[src/shared/ifev_pkg.sv]
// Constants, register map and types of the interrupt flag/enable/vectoring block.
// Assumes a 250 MHz core clock and an Avalon-MM slave with 32-bit data.
package ifev_pkg;
    localparam int IFEV_NUM_SRC = 17;
    localparam int IFEV_NUM_PERIPH = 14;
    localparam logic [7:0] IFEV_OFS_CTRL = 8'h00;
    localparam logic [7:0] IFEV_OFS_PFLAG1 = 8'h04;
    localparam logic [7:0] IFEV_OFS_PFLAG2 = 8'h08;
    localparam logic [7:0] IFEV_OFS_PEN1 = 8'h0C;
    localparam logic [7:0] IFEV_OFS_PEN2 = 8'h10;
    localparam logic [7:0] IFEV_OFS_ISTAT = 8'h14;
    localparam logic [7:0] IFEV_OFS_IEN = 8'h18;
    localparam logic [7:0] IFEV_OFS_ICLR = 8'h1C;
    localparam logic [7:0] IFEV_OFS_VECTOR = 8'h20;
    localparam int IFEV_BIT_GLOBAL_EN = 7;
    localparam int IFEV_BIT_GROUP_EN = 6;
    localparam int IFEV_BIT_T0IE = 5;
    localparam int IFEV_BIT_EXTIE = 4;
    localparam int IFEV_BIT_PCHIE = 3;
    localparam int IFEV_BIT_T0IF = 2;
    localparam int IFEV_BIT_EXTIF = 1;
    localparam int IFEV_BIT_PCHIF = 0;
    localparam logic [7:0] IFEV_CTRL_RST = 8'h00;
    localparam logic [7:0] IFEV_PFLAG_RST = 8'h00;
    localparam logic [7:0] IFEV_PFLAG2_MASK = 8'hEB;
    localparam logic [12:0] IFEV_VECTOR = 13'h0004;
    localparam logic [12:0] IFEV_PC_RST = 13'h0000;
    localparam int IFEV_CLK_MHZ = 250;
    localparam int IFEV_QPHASE_NS = 100;
    localparam int IFEV_QPHASE_CYC = (IFEV_QPHASE_NS * IFEV_CLK_MHZ) / 1000;
    localparam int IFEV_LAT_MIN_CY = 3;
    localparam int IFEV_LAT_MAX_CY = 4;
    localparam int IFEV_STACK_DEPTH = 8;
    typedef enum logic [1:0] {
        IFEV_RUN = 2'b00,
        IFEV_PEND = 2'b01,
        IFEV_SLEEP = 2'b10
    } ifev_state_e;
endpackage : ifev_pkg

[src/shared/ifev_phase_if.sv]
// Q-phase timing bundle between the divider and the controller.
// Assumes a single core clock.
`timescale 1ns/1ns
interface ifev_phase_if;
    logic qTick;
    logic [1:0] qPhase;
    logic cycleEnd;
    modport src (output qTick, output qPhase, output cycleEnd);
    modport dst (input qTick, input qPhase, input cycleEnd);
endinterface : ifev_phase_if

[src/core/ifev_qphase.sv]
// Divider making Q-phase ticks and the instruction-cycle boundary.
// Assumes core_clk at the package rate.
`timescale 1ns/1ns
module ifev_qphase
    import ifev_pkg::*;
(
    input wire logic core_clk,
    input wire logic rst_b,
    ifev_phase_if.src ph
);
    logic [7:0] divCnt_q;
    logic [1:0] qPhase_q;
    logic tick;

    assign tick = (divCnt_q == 8'(IFEV_QPHASE_CYC - 1));
    assign ph.qTick = tick;
    assign ph.qPhase = qPhase_q;
    assign ph.cycleEnd = tick && (qPhase_q == 2'h3);

    always_ff @(posedge core_clk or negedge rst_b)
    begin
        if (!rst_b)
        begin
            divCnt_q <= 8'h00;
        end
        else
        begin
            divCnt_q <= tick ? 8'h00 : divCnt_q + 8'h01;
        end
    end

    always_ff @(posedge core_clk or negedge rst_b)
    begin
        if (!rst_b)
        begin
            qPhase_q <= 2'h0;
        end
        else if (tick)
        begin
            qPhase_q <= qPhase_q + 2'h1;
        end
    end
endmodule : ifev_qphase

[src/core/ifev_stack.sv]
// Return-address stack for interrupt entries.
// Assumes push and pop are never requested together.
`timescale 1ns/1ns
module ifev_stack
    import ifev_pkg::*;
(
    input wire logic core_clk,
    input wire logic rst_b,
    input wire logic push,
    input wire logic pop,
    input wire logic [12:0] pushData,
    output logic [12:0] topData
);
    logic [12:0] mem [IFEV_STACK_DEPTH];
    logic [2:0] ptr_q;
    logic [12:0] top_q;

    assign topData = top_q;

    always_ff @(posedge core_clk)
    begin
        if (push)
        begin
            mem[ptr_q] <= pushData;
        end
    end

    always_ff @(posedge core_clk or negedge rst_b)
    begin
        if (!rst_b)
        begin
            ptr_q <= 3'h0;
            top_q <= IFEV_PC_RST;
        end
        else if (push)
        begin
            ptr_q <= ptr_q + 3'h1;
            top_q <= pushData;
        end
        else if (pop)
        begin
            ptr_q <= ptr_q - 3'h1;
            top_q <= mem[ptr_q - 3'h2];
        end
    end
endmodule : ifev_stack

[src/core/ifev_irq_ctrl.sv]
// Interrupt flag, enable and vectoring logic with an Avalon-MM register port.
// Assumes event inputs are pulses on core_clk except the pin and port-change levels.
`timescale 1ns/1ns
module ifev_irq_ctrl
    import ifev_pkg::*;
(
    input wire logic core_clk,
    input wire logic rst_b,
    input wire logic [7:0] avs_address,
    input wire logic avs_read,
    input wire logic avs_write,
    input wire logic [31:0] avs_writedata,
    input wire logic [3:0] avs_byteenable,
    output logic [31:0] avs_readdata,
    output logic avs_waitrequest,
    output logic avs_response_err,
    input wire logic external_irq_pin,
    input wire logic portChangeIn,
    input wire logic timer0Overflow,
    input wire logic [IFEV_NUM_PERIPH-1:0] periphEvent,
    input wire logic [12:0] corePc,
    input wire logic returnFromIrqInstr,
    input wire logic sleepEnter,
    output logic irqRequest,
    output logic vectorLoad,
    output logic [12:0] vectorPc,
    output logic [12:0] returnPc,
    output logic wakeUp,
    output logic irqOut
);
    ifev_phase_if ph ();
    ifev_qphase u_qphase (.core_clk(core_clk), .rst_b(rst_b), .ph(ph));

    ifev_state_e state_q;
    logic [7:0] irq_control_reg_q;
    logic [7:0] periph_flag_reg1_q;
    logic [7:0] periph_flag_reg2_q;
    logic [7:0] periph_enable_reg1_q;
    logic [7:0] periph_enable_reg2_q;
    logic [2:0] evStat_q;
    logic [2:0] evEn_q;
    logic [2:0] latCnt_q;
    logic [1:0] extSync_q;
    logic [1:0] pchSync_q;
    logic extLevel_q;
    logic pchLevel_q;
    logic [31:0] readData_q;
    logic readAck_q;
    logic readErr_q;
    logic [12:0] vectorPc_q;
    logic vectorLoad_q;
    logic wakeUp_q;
    logic extRise;
    logic pchEdge;
    logic corePair;
    logic periphPair;
    logic anyPending;
    logic takeIrq;
    logic wrAccess;
    logic wrLane0;
    logic [7:0] wByte;
    logic [15:0] periphFlags;
    logic [15:0] periphEnables;
    logic [2:0] evSet;
    logic [7:0] periph2Event;

    // Pin and port inputs come from outside the clock domain
    always_ff @(posedge core_clk or negedge rst_b)
    begin
        if (!rst_b)
        begin
            extSync_q <= 2'b00;
            pchSync_q <= 2'b00;
            extLevel_q <= 1'b0;
            pchLevel_q <= 1'b0;
        end
        else
        begin
            extSync_q <= {extSync_q[0], external_irq_pin};
            pchSync_q <= {pchSync_q[0], portChangeIn};
            extLevel_q <= extSync_q[1];
            pchLevel_q <= pchSync_q[1];
        end
    end

    assign extRise = extSync_q[1] && !extLevel_q;
    assign pchEdge = pchSync_q[1] != pchLevel_q;

    assign wrAccess = avs_write;
    assign wrLane0 = wrAccess && avs_byteenable[0];
    assign wByte = avs_writedata[7:0];

    assign periphFlags = {periph_flag_reg2_q, periph_flag_reg1_q};
    assign periphEnables = {periph_enable_reg2_q, periph_enable_reg1_q};

    // Core pairs: timer0, pin, port change flags against their enables
    assign corePair = (irq_control_reg_q[IFEV_BIT_T0IF] && irq_control_reg_q[IFEV_BIT_T0IE])
        || (irq_control_reg_q[IFEV_BIT_EXTIF] && irq_control_reg_q[IFEV_BIT_EXTIE])
        || (irq_control_reg_q[IFEV_BIT_PCHIF] && irq_control_reg_q[IFEV_BIT_PCHIE]);
    assign periphPair = irq_control_reg_q[IFEV_BIT_GROUP_EN]
        && |(periphFlags & periphEnables);
    assign anyPending = corePair || periphPair;
    assign irqRequest = irq_control_reg_q[IFEV_BIT_GLOBAL_EN] && anyPending;
    // Take at the fourth boundary so event to vector spans three to four cycles
    assign takeIrq = irqRequest && ph.cycleEnd
        && (state_q == IFEV_PEND) && (latCnt_q >= 3'(IFEV_LAT_MIN_CY));

    // Second flag register has holes at bits 4 and 2; events 13..8 fill the rest
    assign periph2Event = {periphEvent[13:11], 1'b0, periphEvent[10], 1'b0, periphEvent[9:8]};

    // Control register: hardware sets win over software writes
    always_ff @(posedge core_clk or negedge rst_b)
    begin
        if (!rst_b)
        begin
            irq_control_reg_q <= IFEV_CTRL_RST;
        end
        else
        begin
            logic [7:0] nxt;
            nxt = irq_control_reg_q;
            if (wrLane0 && avs_address == IFEV_OFS_CTRL)
            begin
                nxt = wByte;
            end
            if (takeIrq)
            begin
                nxt[IFEV_BIT_GLOBAL_EN] = 1'b0;
            end
            else if (returnFromIrqInstr)
            begin
                nxt[IFEV_BIT_GLOBAL_EN] = 1'b1;
            end
            if (timer0Overflow)
            begin
                nxt[IFEV_BIT_T0IF] = 1'b1;
            end
            if (extRise)
            begin
                nxt[IFEV_BIT_EXTIF] = 1'b1;
            end
            if (pchEdge)
            begin
                nxt[IFEV_BIT_PCHIF] = 1'b1;
            end
            irq_control_reg_q <= nxt;
        end
    end

    // Peripheral flag and enable registers, one bit per source
    genvar gi;
    generate
        for (gi = 0; gi < 8; gi++)
        begin : g_pflag
            always_ff @(posedge core_clk or negedge rst_b)
            begin
                if (!rst_b)
                begin
                    periph_flag_reg1_q[gi] <= IFEV_PFLAG_RST[gi];
                    periph_flag_reg2_q[gi] <= IFEV_PFLAG_RST[gi];
                end
                else
                begin
                    if (periphEvent[gi])
                    begin
                        periph_flag_reg1_q[gi] <= 1'b1;
                    end
                    else if (wrLane0 && avs_address == IFEV_OFS_PFLAG1)
                    begin
                        periph_flag_reg1_q[gi] <= wByte[gi];
                    end
                    if (periph2Event[gi])
                    begin
                        periph_flag_reg2_q[gi] <= 1'b1;
                    end
                    else if (wrLane0 && avs_address == IFEV_OFS_PFLAG2)
                    begin
                        periph_flag_reg2_q[gi] <= wByte[gi] & IFEV_PFLAG2_MASK[gi];
                    end
                end
            end
        end
    endgenerate

    always_ff @(posedge core_clk or negedge rst_b)
    begin
        if (!rst_b)
        begin
            periph_enable_reg1_q <= IFEV_PFLAG_RST;
            periph_enable_reg2_q <= IFEV_PFLAG_RST;
        end
        else if (wrLane0 && avs_address == IFEV_OFS_PEN1)
        begin
            periph_enable_reg1_q <= wByte;
        end
        else if (wrLane0 && avs_address == IFEV_OFS_PEN2)
        begin
            periph_enable_reg2_q <= wByte & IFEV_PFLAG2_MASK;
        end
    end

    // Vectoring sequencer: pending requests wait for cycle boundaries
    always_ff @(posedge core_clk or negedge rst_b)
    begin
        if (!rst_b)
        begin
            state_q <= IFEV_RUN;
            latCnt_q <= 3'h0;
        end
        else
        begin
            case (state_q)
                IFEV_RUN:
                begin
                    latCnt_q <= 3'h0;
                    if (sleepEnter)
                    begin
                        state_q <= IFEV_SLEEP;
                    end
                    else if (irqRequest)
                    begin
                        state_q <= IFEV_PEND;
                    end
                end
                IFEV_PEND:
                begin
                    if (takeIrq || !irqRequest)
                    begin
                        state_q <= IFEV_RUN;
                    end
                    else if (ph.cycleEnd)
                    begin
                        latCnt_q <= latCnt_q + 3'h1;
                    end
                end
                IFEV_SLEEP:
                begin
                    if (anyPending)
                    begin
                        state_q <= irq_control_reg_q[IFEV_BIT_GLOBAL_EN]
                            ? IFEV_PEND : IFEV_RUN;
                    end
                end
                default:
                begin
                    state_q <= IFEV_RUN;
                end
            endcase
        end
    end

    // Vector and wake-up outputs
    always_ff @(posedge core_clk or negedge rst_b)
    begin
        if (!rst_b)
        begin
            vectorLoad_q <= 1'b0;
            vectorPc_q <= IFEV_PC_RST;
            wakeUp_q <= 1'b0;
        end
        else
        begin
            vectorLoad_q <= takeIrq;
            wakeUp_q <= (state_q == IFEV_SLEEP) && anyPending;
            if (takeIrq)
            begin
                vectorPc_q <= IFEV_VECTOR;
            end
            else if ((state_q == IFEV_SLEEP) && anyPending)
            begin
                vectorPc_q <= corePc + 13'h0001;
            end
        end
    end

    assign vectorLoad = vectorLoad_q;
    assign vectorPc = vectorPc_q;
    assign wakeUp = wakeUp_q;

    ifev_stack u_stack (
        .core_clk(core_clk),
        .rst_b(rst_b),
        .push(takeIrq),
        .pop(returnFromIrqInstr && !takeIrq),
        .pushData(corePc),
        .topData(returnPc)
    );

    // Bus-side interrupt status: vector taken, wake-up, return executed
    assign evSet = {returnFromIrqInstr, wakeUp_q, vectorLoad_q};
    always_ff @(posedge core_clk or negedge rst_b)
    begin
        if (!rst_b)
        begin
            evStat_q <= 3'h0;
            evEn_q <= 3'h0;
        end
        else
        begin
            evStat_q <= evSet | (evStat_q & ~((wrLane0 && avs_address == IFEV_OFS_ICLR)
                ? wByte[2:0] : 3'h0));
            if (wrLane0 && avs_address == IFEV_OFS_IEN)
            begin
                evEn_q <= wByte[2:0];
            end
        end
    end
    assign irqOut = |(evStat_q & evEn_q);

    // Reads answer one cycle after request; writes complete at once
    always_ff @(posedge core_clk or negedge rst_b)
    begin
        if (!rst_b)
        begin
            readData_q <= 32'h0000_0000;
            readAck_q <= 1'b0;
            readErr_q <= 1'b0;
        end
        else
        begin
            readAck_q <= avs_read && !readAck_q;
            readErr_q <= 1'b0;
            readData_q <= 32'h0000_0000;
            if (avs_read && !readAck_q)
            begin
                case (avs_address)
                    IFEV_OFS_CTRL: readData_q <= {24'h00_0000, irq_control_reg_q};
                    IFEV_OFS_PFLAG1: readData_q <= {24'h00_0000, periph_flag_reg1_q};
                    IFEV_OFS_PFLAG2: readData_q <= {24'h00_0000, periph_flag_reg2_q};
                    IFEV_OFS_PEN1: readData_q <= {24'h00_0000, periph_enable_reg1_q};
                    IFEV_OFS_PEN2: readData_q <= {24'h00_0000, periph_enable_reg2_q};
                    IFEV_OFS_ISTAT: readData_q <= {29'h0000_0000, evStat_q};
                    IFEV_OFS_IEN: readData_q <= {29'h0000_0000, evEn_q};
                    IFEV_OFS_ICLR: readData_q <= 32'h0000_0000;
                    IFEV_OFS_VECTOR: readData_q <= {19'h0_0000, returnPc};
                    default: readErr_q <= 1'b1;
                endcase
            end
        end
    end

    assign avs_readdata = readData_q;
    assign avs_response_err = readErr_q;
    assign avs_waitrequest = avs_read && !readAck_q;
endmodule : ifev_irq_ctrl

[config.mk]
export PLATFORM = sky130hd
export DESIGN_NAME = ifev_irq_ctrl
export DESIGN_NICKNAME = d
export VERILOG_FILES = /design/src/shared/ifev_pkg.sv /design/src/shared/ifev_phase_if.sv /design/src/core/ifev_qphase.sv /design/src/core/ifev_stack.sv /design/src/core/ifev_irq_ctrl.sv
export SDC_FILE = /design/constraint.sdc
export NUM_CORES = 1
export LEC_CHECK = 0
export BUFFER_PORTS_ARGS = -buffer_cell sky130_fd_sc_hd__buf_4
export CAP_MARGIN = 20
export CORE_MARGIN = 3
export CORE_UTILIZATION = 44
export DETAILED_ROUTE_END_ITERATION = 7
export GPL_TIMING_DRIVEN = 1
export PLACE_DENSITY_LB_ADDON = 0.15
export SYNTH_ARGS = -nofsm -noshare
export SYNTH_HDL_FRONTEND = slang
export SYNTH_SLANG_ARGS = --single-unit
[constraint.sdc]
create_clock -name core_clk -period 3.8 [get_ports core_clk]
set_clock_uncertainty 0.05 [all_clocks]
set_input_delay 0.38 -clock core_clk [delete_from_list [all_inputs] [get_ports core_clk]]
set_output_delay 0.38 -clock core_clk [all_outputs]
set_load 0.02 [all_outputs]
== After elaboration in Yosys (flattened, before gate mapping) ==
Memories as Yosys holds them, arrays and structs flattened.
Cells that the tools add are included.

* Register bits: 128
* Latch bits: 0
* RAM bits: 104
* Bits in read-only memories: 0
* Input bits: 80
* Output and inout port bits: 64
* Word-level logic and storage cells: 187
* Memories: 1

* Add/subtract/negate cells: 7
* Multiply operators: 0
* Divide/modulo/power cells: 0
* $lt $le $gt $ge: 1
* Equality and inequality tests: 18
* Shift-type cells: 0
* Mux-type cells: 57
* Bitwise operators: 6
* Reductions and logical operators: 58

{| class="wikitable"
|+ Memory list
! name !! depth !! bits a word !! rd ports !! clocked after Yosys merged registers in !! wr ports !! RTL line !! RTL
|-
| u_stack.mem || 8 || 13 || 1 || 0 || 1 || ifev_stack.sv:14 || <nowiki>logic [12:0] mem [IFEV_STACK_DEPTH];</nowiki>
|}

{| class="wikitable"
|+ Operators by type and width
! operator !! number
|-
| case mux 13 bit (8 select lines) || 1
|-
| two-way mux 13 bit || 4
|-
| equality test 8 x 5 -> 1 bit (second input constant) || 5
|-
| nonzero test 2 bit || 20
|-
| two-way mux 1 bit || 38
|-
| two-way mux 32 bit || 1
|-
| logical AND 1 bit || 21
|-
| AND 16 bit || 1
|-
| equality test 8 x 4 -> 1 bit (second input constant) || 2
|-
| two-way mux 8 bit || 2
|-
| OR reduction 16 bit || 1
|-
| two-way mux 3 bit || 5
|-
| adder 13 x 1 -> 13 bit (second input constant) || 1
|-
| OR reduction 9 bit || 1
|-
| adder 8 x 1 -> 8 bit (second input constant) || 1
|-
| equality test 8 x 3 -> 1 bit (second input constant) || 1
|-
| equality test 8 x 6 -> 1 bit (second input constant) || 1
|-
| zero test 8 bit || 1
|-
| two-way mux 2 bit || 4
|-
| adder 3 x 1 -> 3 bit (second input constant) || 2
|-
| AND 3 bit || 2
|-
| != test 2 bit (second input constant) || 3
|-
| case mux 2 bit (3 select lines) || 1
|-
| case mux 3 bit (2 select lines) || 1
|-
| other kinds (19) || 27
|}

== Depth between registers and ports, before layout ==
* Depth in word-level cells: 12
* Mapped depth: 10
* Mapped depth without buffers: 9

== Modules after synthesis ==
A second synthesis with hierarchy kept.

* Cells, all modules: 705
* Area total of the unflattened synthesis: 9492.9 µm²

{| class="wikitable"
|+ By module, submodules not included
! module !! instances !! cells an instance !! area an instance (µm²) !! sequential area each (µm²)
|-
| ifev_stack || 1 || 266 || 4794.6 || 3523.4
|-
| ifev_irq_ctrl || 1 || 400 || 4231.6 || 2077.0
|-
| ifev_qphase || 1 || 39 || 466.7 || 250.2
|}

== Worst setup path before layout ==
Ideal clock, no wire load.

* Path kind: reg-to-reg
* Start: register latCnt_q[0]
* End: memory u_stack.mem[2][0] (enable)
* Library setup time: 0.403 ns
* Data arrival time: 2.155 ns
* Required time: 3.347 ns
* Path slack: 1.193 ns
* Stages on the path, launching flop included: 8
* Buffers on the path: 1
* Clock period less this slack: 2.607 ns
* Path through: dfrtp_1 > ha_1 > ha_1 > a211o_1 > nand3_1 > nand2b_1 > buf_6 > nor3b_1

* Longest elaborated chain between the ends: 4

{| class="wikitable"
|+ Ends and longest elaborated chain
! element !! RTL line !! RTL
|-
| from (decl) || ifev_irq_ctrl.sv:42 || <nowiki>logic [2:0] latCnt_q;</nowiki>
|-
| from (signal assigned) || ifev_irq_ctrl.sv:233 || <nowiki>latCnt_q <= latCnt_q + 3'h1;</nowiki>
|-
| >= comparator 3 x 2 -> 1 bit || ifev_irq_ctrl.sv:106 || <nowiki>&& (state_q == IFEV_PEND) && (latCnt_q >= 3'(IFEV_LAT_MIN_CY));</nowiki>
|-
| logical AND 1 bit || ifev_irq_ctrl.sv:106 ||
|-
| two-way mux 1 bit || ifev_stack.sv:22 || <nowiki>if (push)</nowiki>
|-
| two-way mux 1 bit (not written as such) || ifev_stack.sv:24 || <nowiki>mem[ptr_q] <= pushData;</nowiki>
|-
| to (decl) || ifev_stack.sv:14 ||
|}

Every way passes these cells.

== Worst setup path in the final report ==
* Start: register u_qphase.divCnt_q[5]
* End: memory u_stack.mem[3][2] (enable)

* Longest elaborated chain between the ends: 7

{| class="wikitable"
|+ Ends and longest elaborated chain
! element !! RTL line !! RTL
|-
| from (decl) || ifev_qphase.sv:11 || <nowiki>logic [7:0] divCnt_q;</nowiki>
|-
| from (signal assigned) || ifev_qphase.sv:28 || <nowiki>divCnt_q <= tick ? 8'h00 : divCnt_q + 8'h01;</nowiki>
|-
| equality test 8 x 5 -> 1 bit || ifev_qphase.sv:15 || <nowiki>assign tick = (divCnt_q == 8'(IFEV_QPHASE_CYC - 1));</nowiki>
|-
| logical AND 1 bit || ifev_qphase.sv:18 || <nowiki>assign ph.cycleEnd = tick && (qPhase_q == 2'h3);</nowiki>
|-
| logical AND 1 bit || ifev_irq_ctrl.sv:105 || <nowiki>assign takeIrq = irqRequest && ph.cycleEnd</nowiki>
|-
| logical AND 1 bit (2 in a row) || ifev_irq_ctrl.sv:106 ||
|-
| via takeIrq || ifev_irq_ctrl.sv:58 || <nowiki>logic takeIrq;</nowiki>
|-
| two-way mux 1 bit || ifev_stack.sv:22 ||
|-
| two-way mux 1 bit (not written as such) || ifev_stack.sv:24 ||
|}

The timed path passes the listed nets, and every way through them passes these cells.

==> summary.md <==
| Metric | Value |
|---|---|
| Outcome | `complete, no violations` |
| Vias | `5,860` |
| Antenna viol nets, final | `0` |
| Die X | `between 150 and 200 microns` |
| WP data required | `3.88 ns` |
| CP Capture Type | `flop` |
| DRC | `0` |
| Final nets | `870` |
| Highest clock rate | `360.1 MHz` |
| Top FF cell, synth | `dfrtp_1` |
| Critical path data arrival time | `approximately 2.9 ns` |
| Final Hold Viols | `0` |
| CP Class | `flop to flop` |
| Netlist Area Pre-Place | `9314 sq um` |
| Crit start category | `flop` |
| R2r startpoint | `u_qphase.divCnt_q[5]$_DFF_PN0_` |
| Ratio of cells with drive above 1 in the final layout | `0.2877` |
| First-pass GRT wire length | `33,850 microns` |
| Total CTS buffers | `23` |
| Setup-failing EPs final | `0` |
| N_diodes | `0` |
| Slew Viols, Final | `0` |
| Max incr delay on CP | `0.68 ns` |
| Max Root-Sink Buffers | `3` |
| Postcts setup bufs | `0` |
| Sequential share of the synthesized area | `0.6282` |
| Largest net degree at the start of global routing | `41` |
| H-tree level count | `1` |
| # rows | `52` |
| Die H | `151.5 microns` |
| Drt pass-1 iters | `5` |
| HPWL after DPL | `15,090 microns` |
| Synth warn | `0` |
| CORE AREA | `20,490 sq um` |
| Netlist cell types | `53` |
| Via-to-Cell Ratio | `5.497` |
| EDFF count, synth | `104` |
| Unrepaired setup endpoints after global routing | `false` |
| Fin Setup TNS | `0 ns` |
| Critical-path cell list | `nor3_1 > and4bb_1 > buf_4 > nand3_1 > nand2b_1 > inv_4 > and3_1` |
| CTS Sinks | `213` |
| Asr flop ratio synth | `0.5117` |
| Slew margin rel. | `0.2911` |
| Avg WL per Cell | `20.61 microns` |
| Post-Syn Area per Cell | `14.03 sq um` |
| Slowest CP cell | `and3_1` |
| I/O Buffers | `97` |
| Lkg Pwr | `4.553 nW` |
| Routability cong. | `between 0.8 and 0.9` |
| Worst min path class | `input port to flop` |
| Fin crit period | `2.777 ns` |
| Detailed Route Iter0 Violations | `~400` |
| # resized after CTS | `0` |
| IO Count | `between 100 and 150` |
| Pre-CTS setup slack | `1.003 ns` |
| Area grow syn2layout | `20.22%` |
| Final WS setup | `1.023 ns` |
| Hold_sp | `periphEvent[11]` |
| Final wirelength | `~22,000 microns` |
| VDD IR-drop max | `between 0.4 and 0.5 mV` |
| Total track usage | `0.1935` |
| Clk_lat worst skew | `0.51 ns` |
| Critical path fanouts, max | `13` |
| CP startpoint | `u_qphase.divCnt_q[5]$_DFF_PN0_` |
| CTS tree | `yes` |
| Clock root cell | `clkbuf_16` |
| Max Cap Viol | `0` |
| Vias in the first global route | `5,935` |
| Crit share post-route | `0.7307` |
| Cells after Synth | `roughly 660` |
| Worst-Margin Slew | `1.059 ns` |
| Initial Util | `0.4545` |
| Power Density | `around 600 nW/um^2` |
| Synthesis-stage register bit count | `213` |
| Initial antenna violation count | `0` |
| Grt total ovfl | `0` |
| Worst-path clk slew | `approximately 0.060 ns` |
| Die footprint | `about 23,000 sq um` |
[synth_stat cells, drive strengths merged (11+ instances only)]
master | number | share of area
a211oi | 11 | 0.013
and3 | 23 | 0.015
buf | 38 | 0.027
clkbuf | 11 | 0.0044
dfrtp | 109 | 0.29
edfxtp | 104 | 0.34
inv | 15 | 0.0063
mux2 | 29 | 0.035
mux2i | 29 | 0.031
mux4 | 26 | 0.063
nand2 | 65 | 0.027
nand3 | 13 | 0.0075
nor2 | 37 | 0.015
o21ai | 38 | 0.020
xor2 | 11 | 0.010
[through the flow]
| stage | area, sq um | utilization | power, mW | instances | hold WS (ns) |
|---|---|---|---|---|---|
| 6_report | 11200 | 0.5463 | 6.731 | 1066 | 0.02038 |
| 5_1_grt | 11200 | 0.5463 | 7.033 | 1066 | 0.008072 |
| 4_1_cts | 11200 | 0.5463 | 6.819 | 1066 | 0.002362 |
| 3_5_place_dp | 10340 | 0.5045 | 4.504 | 1017 | 0.2978 |
| 3_3_place_gp | 10320 | 0.5038 | 4.459 | 1016 | 0.3100 |
| 2_1_floorplan | 9382 | - | 3.833 | 682 | 0.03441 |
[sequential cells by signal (all words and copies together), names as in the netlist, 3 cells and up]
signal	flops
evStat_q	3
latCnt_q	3
vectorPc	13
periphFlags	14
avs_readdata	13
periph_enable_reg2_q	6
u_stack.topData	13
periph_enable_reg1_q	8
u_qphase.divCnt_q	8
evEn_q	3
u_stack.ptr_q	3
irq_control_reg_q	8
u_stack.mem	104
[power breakdown]
group | internal, mW | total (mW) | switching, mW
Sequential | 2.59 | 2.84 | 0.244
Clock | 1.42 | 2.29 | 0.870
Combinational | 0.791 | 1.60 | 0.810
[layout make-up]
cell class | instances | area [sq um]
clock buffer | 35 | 670.6
clock inverter | 7 | 116.4
fill | 1703 | 9298
inverter | 15 | 58.81
multi-input combinational | 405 | 3216
sequential | 213 | 5852
tap | 270 | 337.8
timing repair buffer | 121 | 945.9
[layout by cell type (no fill, tap or decap), types with 6 or more instances in the layout]
master	n
nand3_1	12
conb_1	19
clkbuf_16	23
dlygate4sd3_1	7
inv_1	14
nand3b_1	9
buf_4	112
dfrtp_1	108
nor2_1	36
a222oi_1	6
a211o_1	8
nor2b_1	6
mux2i_1	29
xnor2_1	10
clkbuf_1	7
a22oi_1	10
edfxtp_1	104
o21ai_0	38
a211oi_2	7
nand2_1	63
and3_1	23
xor2_1	11
mux2_2	28
a21oi_1	7
ha_1	10
mux4_2	26
[critical path, delay by kind of cell, from the launching register on]
family        cells  cell delay, ns
buf+inv           2            0.37
simple gates      5            1.56
flops             1            0.40
[repair_timing]
| action | in CTS | in global routing |
|---|---|---|
| hold endpoints to repair | 40 | 0 |
| endpoints found under the setup margin | 0 | 0 |
| hold buffers | 7 | 0 |
[final timing paths]
path / endpoint / slack (ns) / depth (start not counted)
hold / removal: periphFlags[13]$_DFFE_PN0P_ / 0.02 / 2
setup / recovery: u_stack.mem[3][2]$_DFFE_PP_ / 1.02 / 7
max in group asynchronous: periph_enable_reg1_q[6]$_DFFE_PN0P_ / 2.48 / 3
min in group asynchronous: u_stack.topData[1]$_DFFE_PN0P_ / 0.33 / 2
setup reg to reg: u_stack.mem[3][2]$_DFFE_PP_ / 1.02 / 7
hold reg to reg: extLevel_q$_DFF_PN0_ / 0.33 / 0
[cells by family (layout without fill, tap and decap cells)]
| kind of cell | Yosys count | in the layout | share of synthesized area |
|---|---|---|---|
| DFF | 213 | 213 | 0.6282 |
| and+or+nand+nor | 175 | 175 | 0.09592 |
| AOI/OAI and AO/OA | 95 | 95 | 0.07375 |
| muxes | 84 | 84 | 0.1291 |
| buffers and inverters | 64 | 178 | 0.03735 |
| xor gates and xnor gates | 21 | 21 | 0.01975 |
| adders and majority gates | 11 | 11 | 0.01558 |
| other | 1 | 19 | 0.0004026 |
[per-layer routing]
metal  up-vias  routed length, microns  track usage  share of wire
li1       2651                       -            -              -
met3        33                    1566      0.03183          0.071
met2       216                   10210       0.2981           0.46
met5         -                       0            0              0
met4         0                     469      0.05615          0.021
met1      2960                    9731       0.2865           0.44
(Power assumes the default switching activity.)
